--- config.mk ---
export PLATFORM = sky130hd
export DESIGN_NAME = ccoi_top
export DESIGN_NICKNAME = d
export VERILOG_FILES = /design/src/hdl/ccoi_pkg.sv /design/src/hdl/ccoi_sync.sv /design/src/hdl/ccoi_tick.sv /design/src/hdl/ccoi_top.sv
export SDC_FILE = /design/constraint.sdc
export NUM_CORES = 1
export LEC_CHECK = 0
export BUFFER_PORTS_ARGS = -buffer_cell sky130_fd_sc_hd__buf_4
export CORE_MARGIN = 5
export CORE_UTILIZATION = 45
export CTS_CLUSTER_DIAMETER = 60
export DETAILED_ROUTE_END_ITERATION = 6
export GPL_ROUTABILITY_DRIVEN = 0
export PLACE_DENSITY_LB_ADDON = 0.12
export SLEW_MARGIN = 10
export SYNTH_ARGS = -nofsm -noshare
export SYNTH_HDL_FRONTEND = slang
export SYNTH_SLANG_ARGS = --single-unit
--- constraint.sdc ---
create_clock -name clock -period 5.7 [get_ports clock]
set_input_delay 0.285 -clock clock [delete_from_list [all_inputs] [get_ports clock]]
set_output_delay 0.285 -clock clock [all_outputs]
set_load 0.01 [all_outputs]
--- src/hdl/ccoi_pkg.sv ---
// Shared constants for the compare-output and interrupt block
package ccoi_pkg;

  // ****************************************************************
  // Timing
  // ****************************************************************
  localparam int CCOI_CLK_NS       = 8;        // 125 MHz clock
  localparam int CCOI_TB_FINE_NS   = 125;      // Period unit, fine
  localparam int CCOI_TB_COARSE_NS = 1000;     // Period unit, coarse
  localparam int CCOI_MS_NS        = 1000000;  // One millisecond
  localparam int CCOI_ACC_W        = 20;       // Tick accumulator width

  // ****************************************************************
  // Register byte offsets
  // ****************************************************************
  localparam logic [5:0] CCOI_OFS_CTRL    = 6'h00;
  localparam logic [5:0] CCOI_OFS_CMPVAL  = 6'h04;
  localparam logic [5:0] CCOI_OFS_HYST    = 6'h08;
  localparam logic [5:0] CCOI_OFS_PULSE   = 6'h0c;
  localparam logic [5:0] CCOI_OFS_STATUS  = 6'h10;
  localparam logic [5:0] CCOI_OFS_DATA    = 6'h14;
  localparam logic [5:0] CCOI_OFS_IRQSTAT = 6'h18;
  localparam logic [5:0] CCOI_OFS_IRQEN   = 6'h1c;
  localparam logic [5:0] CCOI_OFS_IRQCLR  = 6'h20;

  // ****************************************************************
  // Control field positions
  // ****************************************************************
  localparam int CCOI_CTRL_W      = 7;
  localparam int CCOI_C_MODE_LO   = 0;  // Two bits, output behaviour
  localparam int CCOI_C_HWGATE    = 2;  // Hardware gate in use
  localparam int CCOI_C_FREQ1K    = 3;  // Max counting frequency 1 kHz
  localparam int CCOI_C_DATAPER   = 4;  // Data word shows period
  localparam int CCOI_C_TB1US     = 5;  // Period unit 1 us
  localparam int CCOI_C_SWGATE    = 6;  // Software gate open

  // ****************************************************************
  // Interrupt bits
  // ****************************************************************
  localparam int CCOI_IRQ_N      = 6;
  localparam int CCOI_I_GOPEN    = 0;
  localparam int CCOI_I_GCLOSE   = 1;
  localparam int CCOI_I_CMP      = 2;
  localparam int CCOI_I_OVF      = 3;
  localparam int CCOI_I_UNF      = 4;
  localparam int CCOI_I_EDGE     = 5;

  // Output behaviour
  typedef enum logic [1:0] {
    CCOI_MODE_NONE  = 2'h0,
    CCOI_MODE_GE    = 2'h1,
    CCOI_MODE_LE    = 2'h2,
    CCOI_MODE_PULSE = 2'h3
  } ccoi_mode_t;

  // Pulse generator states, one-hot
  typedef enum logic [1:0] {
    CCOI_ST_IDLE  = 2'h1,
    CCOI_ST_PULSE = 2'h2
  } ccoi_pulse_t;

endpackage

--- src/hdl/ccoi_sync.sv ---
// Two-flop synchroniser for pin inputs
`timescale 1ns/100ps
module ccoi_sync (
  input  wire logic clock,  // System clock
  input  wire logic rst_n,  // Async reset, active low
  input  wire logic din,    // Asynchronous level
  output logic      dout    // Synchronised level
);
  typedef struct packed {
    logic s1;
    logic s2;
  } ccoi_sync_t;

  ccoi_sync_t st_reg;
  ccoi_sync_t st_next;

  // First flop feeds only the second
  always_comb begin
    st_next    = st_reg;
    st_next.s1 = din;
    st_next.s2 = st_reg.s1;
  end

  always_ff @(posedge clock or negedge rst_n) begin
    if (!rst_n) begin
      st_reg <= '0;
    end else begin
      st_reg <= st_next;
    end
  end

  assign dout = st_reg.s2;
endmodule // ccoi_sync

--- src/hdl/ccoi_tick.sv ---
// Fractional tick generator for a period given in nanoseconds
`timescale 1ns/100ps
module ccoi_tick
  import ccoi_pkg::*;
(
  input  wire logic                  clock,    // System clock
  input  wire logic                  rst_n,    // Async reset, active low
  input  wire logic                  restart,  // Realign phase to now
  input  wire logic [CCOI_ACC_W-1:0] periodNs, // Tick period in ns
  output logic                       tick      // One-cycle pulse
);
  localparam logic [CCOI_ACC_W-1:0] STEP = CCOI_ACC_W'(CCOI_CLK_NS);

  typedef struct packed {
    logic [CCOI_ACC_W-1:0] acc;
    logic                  tick;
  } ccoi_tick_t;

  ccoi_tick_t st_reg;
  ccoi_tick_t st_next;
  logic [CCOI_ACC_W:0] sum;

  // Remainder carried over so a 125 ns unit stays exact on average
  always_comb begin
    st_next      = st_reg;
    sum          = {1'b0, st_reg.acc} + {1'b0, STEP};
    st_next.tick = 1'b0;
    if (restart) begin
      st_next.acc = '0;
    end else if (sum >= {1'b0, periodNs}) begin
      st_next.acc  = CCOI_ACC_W'(sum - {1'b0, periodNs});
      st_next.tick = 1'b1;
    end else begin
      st_next.acc = sum[CCOI_ACC_W-1:0];
    end
  end

  always_ff @(posedge clock or negedge rst_n) begin
    if (!rst_n) begin
      st_reg <= '0;
    end else begin
      st_reg <= st_next;
    end
  end

  assign tick = st_reg.tick;
endmodule // ccoi_tick

--- src/hdl/ccoi_top.sv ---
// Compare output, period measurement and interrupt block
//
// Behaviour
// Output and compare flag follow the mode: none, >=, <= or pulse.
// Pulse length is 0 to 510 ms in even steps, zero after reset.
// Data word shows period only at 1 kHz max frequency, else count.
// Period is counted in 125 ns units or 1 us units.
// No period is measured above 1 kHz max frequency.
// Hardware gate opening with software gate open raises an event.
// Hardware gate closing with software gate open raises an event.
// Reaching the compare condition raises an event.
// Passing the upper counting limit raises an event.
// Dropping below the lower counting limit raises an event.
// Counting-edge event exists only at 1 kHz max frequency.
// Hysteresis of 0 to 255 counts, values 0 and 1 switch it off.
// With hardware gate chosen both gates open counting, else software.
// Each source has its own enable, all cleared by reset.
// Pulse starts when count becomes equal and lasts the set time.
//
// The register addresses and the Avalon-MM register port are this design's own decisions.
`timescale 1ns/100ps
module ccoi_top
  import ccoi_pkg::*;
#(
  parameter int MS_NS = CCOI_MS_NS  // Millisecond length, shorten in sim
) (
  input  wire logic        clock,           // 125 MHz clock
  input  wire logic        rst_n,           // Async reset, active low
  input  wire logic [5:0]  avs_address,     // Byte address
  input  wire logic        avs_read,        // Read request
  input  wire logic        avs_write,       // Write request
  input  wire logic [31:0] avs_writedata,   // Write data
  input  wire logic [3:0]  avs_byteenable,  // Write byte lanes
  output logic [31:0]      avs_readdata,    // Read data
  output logic             avs_waitrequest, // Stall, low on answer
  input  wire logic [31:0] countValue,      // Signed count from core
  input  wire logic        countEdge,       // Counting edge pulse
  input  wire logic        overflowEvt,     // Upper limit passed pulse
  input  wire logic        underflowEvt,    // Lower limit passed pulse
  input  wire logic        hwGatePin,       // Hardware gate pin
  output logic             gateOpen,        // Counting enabled to core
  output logic             digOut,          // Digital output
  output logic             compareStatusFlag, // Comparator status
  output logic             irq              // Level interrupt
);
  typedef struct packed {
    logic [CCOI_CTRL_W-1:0] ctrl;
    logic [31:0]            cmpVal;
    logic [7:0]             hyst;
    logic [7:0]             pulseHalf;  // Pulse length in 2 ms steps
    logic [CCOI_IRQ_N-1:0]  irqStat;
    logic [CCOI_IRQ_N-1:0]  irqEn;
    logic                   waitReq;
    logic [31:0]            rdata;
    logic                   cmpFlag;
    logic                   digOut;
    logic                   gateOpen;
    logic                   hwGatePrev;
    ccoi_pulse_t            pulseSt;
    logic [8:0]             msCnt;
    logic [31:0]            periodCnt;
    logic [31:0]            period;
    logic                   irq;
  } ccoi_top_state_t;

  ccoi_top_state_t st_reg;
  ccoi_top_state_t st_next;

  // ****************************************************************
  // Pin synchroniser and time bases
  // ****************************************************************
  logic hwGateS;
  logic tbTick;
  logic msTick;
  logic pulseStart;
  logic [CCOI_ACC_W-1:0] tbNs;

  ccoi_sync u_gate_sync (
    .clock (clock),
    .rst_n (rst_n),
    .din   (hwGatePin),
    .dout  (hwGateS)
  );

  // Period unit chosen by software
  assign tbNs = st_reg.ctrl[CCOI_C_TB1US] ? CCOI_ACC_W'(CCOI_TB_COARSE_NS)
                                          : CCOI_ACC_W'(CCOI_TB_FINE_NS);

  // Phase realigned on each edge so the first unit is full length
  ccoi_tick u_tb_tick (
    .clock    (clock),
    .rst_n    (rst_n),
    .restart  (countEdge),
    .periodNs (tbNs),
    .tick     (tbTick)
  );

  ccoi_tick u_ms_tick (
    .clock    (clock),
    .rst_n    (rst_n),
    .restart  (pulseStart),
    .periodNs (CCOI_ACC_W'(MS_NS)),
    .tick     (msTick)
  );

  // ****************************************************************
  // Control decode
  // ****************************************************************
  ccoi_mode_t mode;
  logic swGate;
  logic hwSel;
  logic freq1k;
  logic eqNow;
  logic [33:0] cntX;
  logic [33:0] lowThr;
  logic [33:0] highThr;
  logic [7:0] hystEff;
  logic [CCOI_IRQ_N-1:0] ev;
  logic [31:0] wmask;
  logic access;

  assign mode   = ccoi_mode_t'(st_reg.ctrl[CCOI_C_MODE_LO +: 2]);
  assign swGate = st_reg.ctrl[CCOI_C_SWGATE];
  assign hwSel  = st_reg.ctrl[CCOI_C_HWGATE];
  assign freq1k = st_reg.ctrl[CCOI_C_FREQ1K];
  assign eqNow  = (countValue == st_reg.cmpVal);
  assign access = avs_read | avs_write;

  // Wide signed thresholds so cmp +/- hysteresis cannot wrap
  assign hystEff = (st_reg.hyst > 8'h01) ? st_reg.hyst : 8'h00;
  assign cntX    = {{2{countValue[31]}}, countValue};
  assign lowThr  = {{2{st_reg.cmpVal[31]}}, st_reg.cmpVal}
                   - {26'h0, hystEff};
  assign highThr = {{2{st_reg.cmpVal[31]}}, st_reg.cmpVal}
                   + {26'h0, hystEff};

  assign pulseStart = (st_reg.pulseSt == CCOI_ST_IDLE)
                      && (mode == CCOI_MODE_PULSE) && eqNow
                      && !st_reg.cmpFlag
                      && (st_reg.pulseHalf != 8'h00);

  assign wmask = {{8{avs_byteenable[3]}}, {8{avs_byteenable[2]}},
                  {8{avs_byteenable[1]}}, {8{avs_byteenable[0]}}};

  // ****************************************************************
  // Next-state logic
  // ****************************************************************
  always_comb begin
    st_next = st_reg;

    // Gate towards the counter core
    st_next.gateOpen   = swGate & (~hwSel | hwGateS);
    st_next.hwGatePrev = hwGateS;

    // Compare flag per output behaviour
    case (mode)
      CCOI_MODE_GE: begin
        if (!st_reg.cmpFlag) begin
          st_next.cmpFlag = $signed(cntX) >= $signed(lowThr + {26'h0,
                                                      hystEff});
        end else begin
          st_next.cmpFlag = !($signed(cntX) < $signed(lowThr));
        end
      end
      CCOI_MODE_LE: begin
        if (!st_reg.cmpFlag) begin
          st_next.cmpFlag = $signed(cntX) <= $signed(highThr - {26'h0,
                                                      hystEff});
        end else begin
          st_next.cmpFlag = !($signed(cntX) > $signed(highThr));
        end
      end
      CCOI_MODE_PULSE: st_next.cmpFlag = eqNow;
      default:         st_next.cmpFlag = 1'b0;
    endcase

    // Output: level modes copy the flag, pulse mode times a pulse
    case (st_reg.pulseSt)
      CCOI_ST_IDLE: begin
        st_next.digOut = (mode == CCOI_MODE_GE || mode == CCOI_MODE_LE)
                         ? st_next.cmpFlag : 1'b0;
        if (pulseStart) begin
          st_next.pulseSt = CCOI_ST_PULSE;
          st_next.msCnt   = 9'h000;
          st_next.digOut  = 1'b1;
        end
      end
      CCOI_ST_PULSE: begin
        if (msTick) begin
          st_next.msCnt = st_reg.msCnt + 9'h001;
        end
        // Ends after pulseHalf*2 ms, or at once if mode is left
        if (mode != CCOI_MODE_PULSE || (msTick &&
            (st_reg.msCnt + 9'h001) >= {st_reg.pulseHalf, 1'b0})) begin
          st_next.pulseSt = CCOI_ST_IDLE;
          st_next.digOut  = 1'b0;
        end
      end
      default: begin
        st_next.pulseSt = CCOI_ST_IDLE;
        st_next.digOut  = 1'b0;
      end
    endcase

    // Period between counting edges, only at 1 kHz
    if (!freq1k) begin
      st_next.periodCnt = 32'h0;
      st_next.period    = 32'h0;
    end else if (countEdge) begin
      st_next.period    = st_reg.periodCnt;
      st_next.periodCnt = 32'h0;
    end else if (tbTick && st_reg.periodCnt != 32'hffffffff) begin
      st_next.periodCnt = st_reg.periodCnt + 32'h1;
    end

    // Events
    ev = '0;
    ev[CCOI_I_GOPEN]  = hwSel & swGate & hwGateS
                        & ~st_reg.hwGatePrev;
    ev[CCOI_I_GCLOSE] = hwSel & swGate & ~hwGateS
                        & st_reg.hwGatePrev;
    ev[CCOI_I_CMP]    = st_next.cmpFlag & ~st_reg.cmpFlag;
    ev[CCOI_I_OVF]    = overflowEvt;
    ev[CCOI_I_UNF]    = underflowEvt;
    ev[CCOI_I_EDGE]   = countEdge & freq1k;

    // Bus: one wait state, then the answer edge
    st_next.waitReq = !(access && st_reg.waitReq);
    if (access && st_reg.waitReq) begin
      case (avs_address)
        CCOI_OFS_CTRL:    st_next.rdata = 32'(st_reg.ctrl);
        CCOI_OFS_CMPVAL:  st_next.rdata = st_reg.cmpVal;
        CCOI_OFS_HYST:    st_next.rdata = 32'(st_reg.hyst);
        CCOI_OFS_PULSE:   st_next.rdata = 32'({st_reg.pulseHalf, 1'b0});
        CCOI_OFS_STATUS:  st_next.rdata = 32'({st_reg.pulseSt ==
                            CCOI_ST_PULSE, st_reg.gateOpen, hwGateS,
                            st_reg.digOut, st_reg.cmpFlag});
        CCOI_OFS_DATA:    st_next.rdata = (freq1k &&
                            st_reg.ctrl[CCOI_C_DATAPER])
                            ? st_reg.period : countValue;
        CCOI_OFS_IRQSTAT: st_next.rdata = 32'(st_reg.irqStat);
        CCOI_OFS_IRQEN:   st_next.rdata = 32'(st_reg.irqEn);
        default:          st_next.rdata = 32'h0;
      endcase
    end

    // Writes land on the edge where waitrequest is seen low
    if (avs_write && !st_reg.waitReq) begin
      case (avs_address)
        CCOI_OFS_CTRL: begin
          st_next.ctrl = CCOI_CTRL_W'((32'(st_reg.ctrl) & ~wmask)
                         | (avs_writedata & wmask));
          // Period selection is not selectable above 1 kHz
          if (!st_next.ctrl[CCOI_C_FREQ1K]) begin
            st_next.ctrl[CCOI_C_DATAPER] = 1'b0;
          end
        end
        CCOI_OFS_CMPVAL: begin
          st_next.cmpVal = (st_reg.cmpVal & ~wmask)
                           | (avs_writedata & wmask);
        end
        CCOI_OFS_HYST: begin
          if (avs_byteenable[0]) st_next.hyst = avs_writedata[7:0];
        end
        CCOI_OFS_PULSE: begin
          // Only even milliseconds are kept
          if (avs_byteenable[0] && avs_byteenable[1]) begin
            st_next.pulseHalf = avs_writedata[8:1];
          end
        end
        CCOI_OFS_IRQEN: begin
          if (avs_byteenable[0]) begin
            st_next.irqEn = avs_writedata[CCOI_IRQ_N-1:0];
          end
        end
        CCOI_OFS_IRQCLR: begin
          if (avs_byteenable[0]) begin
            st_next.irqStat = st_reg.irqStat
                              & ~avs_writedata[CCOI_IRQ_N-1:0];
          end
        end
        default: ;
      endcase
    end

    // Edge bit is never enabled above 1 kHz
    if (!freq1k) begin
      st_next.irqEn[CCOI_I_EDGE] = 1'b0;
    end

    // Set wins over a clear in the same cycle
    st_next.irqStat = st_next.irqStat | ev;
    st_next.irq     = |(st_next.irqStat & st_next.irqEn);
  end

  // Single state register
  always_ff @(posedge clock or negedge rst_n) begin
    if (!rst_n) begin
      st_reg         <= '0;
      st_reg.waitReq <= 1'b1;
      st_reg.pulseSt <= CCOI_ST_IDLE;
    end else begin
      st_reg <= st_next;
    end
  end

  assign avs_readdata      = st_reg.rdata;
  assign avs_waitrequest   = st_reg.waitReq;
  assign gateOpen          = st_reg.gateOpen;
  assign digOut            = st_reg.digOut;
  assign compareStatusFlag = st_reg.cmpFlag;
  assign irq               = st_reg.irq;
endmodule // ccoi_top

== Word-level counts from Yosys, hierarchy flattened ==
Index checks and enable logic that the tools add are counted.

* Bits in latches: 0
* Input bits: 82
* Output and inout bits: 37
* Memories kept: 0
* Bits in registers: 224
* ROM bits: 0
* Bits in writable memories: 0

* Magnitude comparators: 8
* Bitwise logic cells: 24
* Muxes and demuxes: 35
* Eq/ne operators: 21
* Shifts and indexed selects: 0
* $add $sub $neg: 10
* Reduce and logical (&&, ||, !) cells: 27
* Multipliers: 0
* Div/mod/pow operators: 0

{| class="wikitable"
|+ Operators with widths
! operator !! count
|-
| $pmux 32 s8 || 1
|-
| $mux 32 || 4
|-
| $mux 20 || 4
|-
| $and 32x32->32 || 2
|-
| $mux 64 || 1
|-
| $add 20x4->21 const B || 2
|-
| $add 33x9->34 || 1
|-
| $ge 32x34->1 || 1
|-
| $le 32x34->1 || 1
|-
| $sub 33x9->34 || 1
|-
| $add 32x9->33 || 1
|-
| $gt 32x33->1 || 1
|-
| $lt 32x33->1 || 1
|-
| $sub 32x9->33 || 1
|-
| $add 32x1->32 const B || 1
|-
| $eq 32x32->1 || 1
|-
| $ne 32x32->1 const B || 1
|-
| $not 32->32 || 1
|-
| $or 32x32->32 || 1
|-
| $eq 6x5->1 const B || 4
|-
| $mux 6 || 4
|-
| $ge 21x10->1 || 1
|-
| $ge 21x20->1 const B || 1
|-
| $sub 20x10->20 || 1
|-
| 40 further kinds || 87
|}

== Depth between registers and ports, before layout ==
* Depth after elaboration: 11
* Gate-level depth with buffers: 31

== By module ==
A second synthesis with hierarchy kept.

* Cells, all modules: 2485
* Area, all modules: 20917.6 um^2

{| class="wikitable"
|+ Modules (own cells, without submodules)
! module !! area each (um^2) !! cells each !! seq. area each (um^2) !! instances
|-
| ccoi_top || 16067.9 || 1893 || 4506.8 || 1
|-
| ccoi_tick || 2399.8 || 295 || 525.5 || 2
|-
| ccoi_sync || 50.0 || 2 || 50.0 || 1
|}

== Worst setup path after synthesis ==
Ideal clock, no wire load.

* Path kind: register -> register
* From: reg st_reg[139] (netlist name)
* To: reg st_reg, in the netlist digOut
* Stages on the path, launching flop included: 28
* Setup slack: -0.486 ns
* Setup time: 0.127 ns
* Arrival: 6.060 ns
* Path through: dfrtp_1 > nor4_1 > a21boi_0 > ha_1 > fa_1 > xnor2_1 > ha_1 > nand2_1 > o211a_1 > o21ai_0 > a31oi_1 > a311oi_4 > o211ai_1 > or2_1 > nand2b_4 > nor4_1 > xor2_1 > ha_1 > a21oi_1 > o21ai_0 > a221oi_1 > nand3_1 > a2111o_1 > and3_1 > o21ai_0 > or4b_1 > a21oi_1 > o31ai_1

* Cells in the longest elaborated chain, start to end: 10

{| class="wikitable"
|+ Ends and longest elaborated chain
! item !! line !! text
|-
| start: declaration || ccoi_top.sv:66 || <nowiki>ccoi_top_state_t st_reg;</nowiki>
|-
| start signal: assignment || ccoi_top.sv:303 || <nowiki>st_reg <= st_next;</nowiki>
|-
| $gt 8x1->1 || ccoi_top.sv:130 || <nowiki>assign hystEff = (st_reg.hyst > 8'h01) ? st_reg.hyst : 8'h00;</nowiki>
|-
| $mux 8 (*) || ccoi_top.sv:130 ||
|-
| $add 32x9->33 or $sub 32x9->33 (tied branches) || ccoi_top.sv:135, ccoi_top.sv:133 ||
|-
| $sub 33x9->34 (tied with other cells) || ccoi_top.sv:167 || <nowiki>st_next.cmpFlag = $signed(cntX) <= $signed(highThr - {26'h0,</nowiki>
|-
| $le 32x34->1 (tied with other cells) || ccoi_top.sv:167 ||
|-
| $mux 1 (on tied branches) || ccoi_top.sv:166, ccoi_top.sv:158 ||
|-
| $pmux 1 s3 (*) || ccoi_top.sv:156 || <nowiki>case (mode)</nowiki>
|-
| $mux 1 (*) || ccoi_top.sv:181 || <nowiki>? st_next.cmpFlag : 1'b0;</nowiki>
|-
| $mux 1 (*) || ccoi_top.sv:182 || <nowiki>if (pulseStart) begin</nowiki>
|-
| $pmux 1 s2 (*) || ccoi_top.sv:178 || <nowiki>case (st_reg.pulseSt)</nowiki>
|}

Mark *: on every way between the ends. The rest lies on a longest branch, timed or not.
A chain may end at the register's enable or synchronous reset.

== Worst setup path after layout ==
Same ends and word-level chain as after synthesis.

==> impl_metrics.yaml <==
timing:
  fmax_mhz: 157
  tightest_slew_ns: 1.17
  final_max_slew_viol_count: 0
  period_needed_ns: 6.35
  min_period_over_period_pct: 111
  slew_headroom_pct: 21.9
  setup_ws_ns: -0.655
  rsz0062_at_grt: "true"
  setup_viol: 4
  finalSetupTns_ns: -1.99
  hold_viol: 0
  fin_skew_ns: 0.0152
cells_and_area:
  largest_reg_flops: 139
  fin_nets: 2724
  area_growth_pct: 21.8
  final_common_cell: "buf_4"
  nFillCells: 3837
  drive_gt1_share_pct: 20.4
  num_antenna_cells: 0
  final_cell_mix: "buf_4 (328), nand2_1 (237), dfrtp_1 (219), ha_1 (176), nor2_1 (161)"
  finalInstanceArea_mm2: 0.0228
power:
  power.leakage_uw: 0.0101
  powerDensity_mw_per_mm2: 280
  ir_worst_vdd_mv: 0.306
clock_network:
  h-tree-depth: 1
  clk_pin_slew_ns: 0.06
  clockBufferDepth: 3
  cts-root-buf: "clkbuf_16"
  clkSinkCount: 221
  cts_tree: "done"
  cts_buffers: 29
  clock_latency_ns: 0.58
logic_synthesis:
  syn_avg_cell_area_um2: 8.52
  syn_area_mm2: 0.0187
  synth_top_flop_cell: "dfrtp_1"
  yosysWarnings: 0
  seq_area_frac_synth_pct: 29.6
  ys_types: 89
  synth_fp_nets: 2462
  ys_ff_latch: 221
  synth_cells: 2196
  synth_edf_count: 0
  async_flop_share_pct: 100
route:
  final_antenna_net_count: 0
  drt-total-wl_um: 59600
  drt-wirelength-per-cell_um: 19.8
  drcViolationCount: 0
  via_per_inst: 5.79
  drt_iter0_drc: 1186
  first_pass_iters: 6
  vias: 17500
global_routing:
  grt_pass1_wl_um: 94400
  grt_pass1_vias: 17500
  gr-total-overflow: 0
  grt_use_total_pct: 25.1
  grt_max_degree: 120
  antenna_found_initial: 0
worst_setup_path:
  cp_data_required_time_ns: 6.14
  crit_buf_inv: 2
  worst_setup_path_start_kind: "flip-flop"
  criticalPathCategory: "flip-flop to flip-flop"
  rr_startpoint: "st_reg[139]"
  max_stage_delay_ns: 0.49
  crit_slowest_cell: "or4b_4"
  end_kind: "flip-flop"
  crit_start: "st_reg[139]"
  cp_top_family: "simple AND/OR/NAND/NOR gates"
  crit_arrival_ns: 6.79
  worstPathMaxFanout: 6
run_status:
  outcome: "finished with violations"
  failed_checks: "negative setup slack"
placement:
  place.detailed.hpwl_um: 46500
  place_area_mm2: 0.0213
  io_buffer_count: 118
floorplan:
  std_cell_rows: 74
  num_io_pins: 119
  dieArea_mm2: 0.0458
  core_mm2: 0.0410
  start_util_pct: 45.6
  die_h_um: 214
  die_w_um: 214
job:
  maxCapViolations: 0
min_path:
  worstHoldStart: "avs_writedata[0]"
  worstHoldPathType: "input pin to flip-flop"
report_power, final:
group          switching (µW)  internal (µW)
Clock                     728           1030
Combinational            1540           1330
Sequential                103           1660
per-layer routing:
layer | routed length, µm | vias to the layer above | GRT usage [%]
li1 | - | 8325 | -
met1 | 26000 | 8441 | 33.3
met2 | 27800 | 544 | 41.9
met3 | 3040 | 143 | 2.77
met4 | 2690 | 0 | 10.4
met5 | 0 | - | 0
synthesized netlist by cell type (8+ instances only):
| cell | instances | area share, % |
|---|---|---|
| nor3_1 | 50 | 1.3 |
| nor2b_1 | 67 | 2.2 |
| clkbuf_1 | 77 | 1.5 |
| a22o_1 | 8 | 0.37 |
| o211ai_1 | 15 | 0.60 |
| mux2_2 | 54 | 3.2 |
| nor2_1 | 163 | 3.3 |
| a21oi_1 | 147 | 3.9 |
| nor4_1 | 22 | 0.74 |
| buf_4 | 33 | 1.3 |
| a22oi_1 | 19 | 0.76 |
| dfrtp_1 | 219 | 29 |
| ha_1 | 180 | 12 |
| a21o_1 | 37 | 1.5 |
| nand2b_1 | 25 | 0.84 |
| mux2i_1 | 45 | 2.4 |
| inv_1 | 69 | 1.4 |
| o21a_1 | 11 | 0.44 |
| buf_2 | 9 | 0.24 |
| nand2_1 | 237 | 4.8 |
| o21ai_0 | 107 | 2.9 |
| and3_1 | 22 | 0.74 |
| nand4_1 | 61 | 2.0 |
| nand3_1 | 85 | 2.3 |
| a211oi_1 | 15 | 0.60 |
| or3_1 | 13 | 0.43 |
| o31ai_1 | 11 | 0.44 |
| and2_1 | 15 | 0.50 |
| xnor2_1 | 125 | 5.8 |
| and4_1 | 10 | 0.47 |
| buf_1 | 10 | 0.20 |
| xor2_1 | 106 | 5.0 |
path summary, 6_finish.rpt:
check,slack (ns),cells after the start,endpoint
hold reg to reg,0.35,0,u_gate_sync.dout
setup / recovery,-0.65,25,digOut
setup reg to reg,-0.65,25,digOut
min in group asynchronous,0.34,2,u_ms_tick.st_reg[11]
hold / removal,0.02,2,mode[0]
max in group asynchronous,4.16,3,st_reg[158]
layout make-up:
| class | count | area (µm²) | share of cell area, % |
|---|---|---|---|
| Clock buffer | 41 | 791 | 3.47 |
| Clock inverter | 13 | 135 | 0.593 |
| Inverter | 71 | 267 | 1.17 |
| Multi-Input combinational cell | 1773 | 12600 | 55.2 |
| Sequential cell | 221 | 5530 | 24.3 |
| Tap cell | 532 | 666 | 2.92 |
| Timing Repair Buffer | 362 | 2820 | 12.4 |
cell families after synthesis:
| kind of cell | share of synthesized area (%) |
|---|---|
| mux | 5.66 |
| simple gates | 21.7 |
| fa+ha+maj | 12.5 |
| buf+inv | 4.85 |
| flops | 29.6 |
| xor+xnor | 10.8 |
| compound gates | 14.9 |
timing repair:
action | 4_1_cts | 5_1_grt
gates resized for setup | 7 | 40
buffers inserted | 4 | 5
pin swaps | 12 | 16
hold buffers | 31 | 0
setup endpoints to repair | 4 | 4
endpoints found under the hold margin | 133 | 0
through the flow:
stage | hold WS (ns) | total power [µW] | instances | util [%] | setup slack [ns]
after CTS | 0.000197 | 6380 | 3011 | 55.1 | -0.679
after global routing | 0.00663 | 6840 | 3013 | 55.6 | -0.865
after global placement | 0.339 | 4460 | 2922 | 51.9 | -0.670
after detailed placement | 0.340 | 4550 | 2922 | 51.9 | -0.847
final | 0.0191 | 6390 | 3013 | 55.6 | -0.655
after floorplan | -0.0106 | 3580 | 2196 | - | -0.235
No activity file was read; power rests on OpenSTA's default activity.
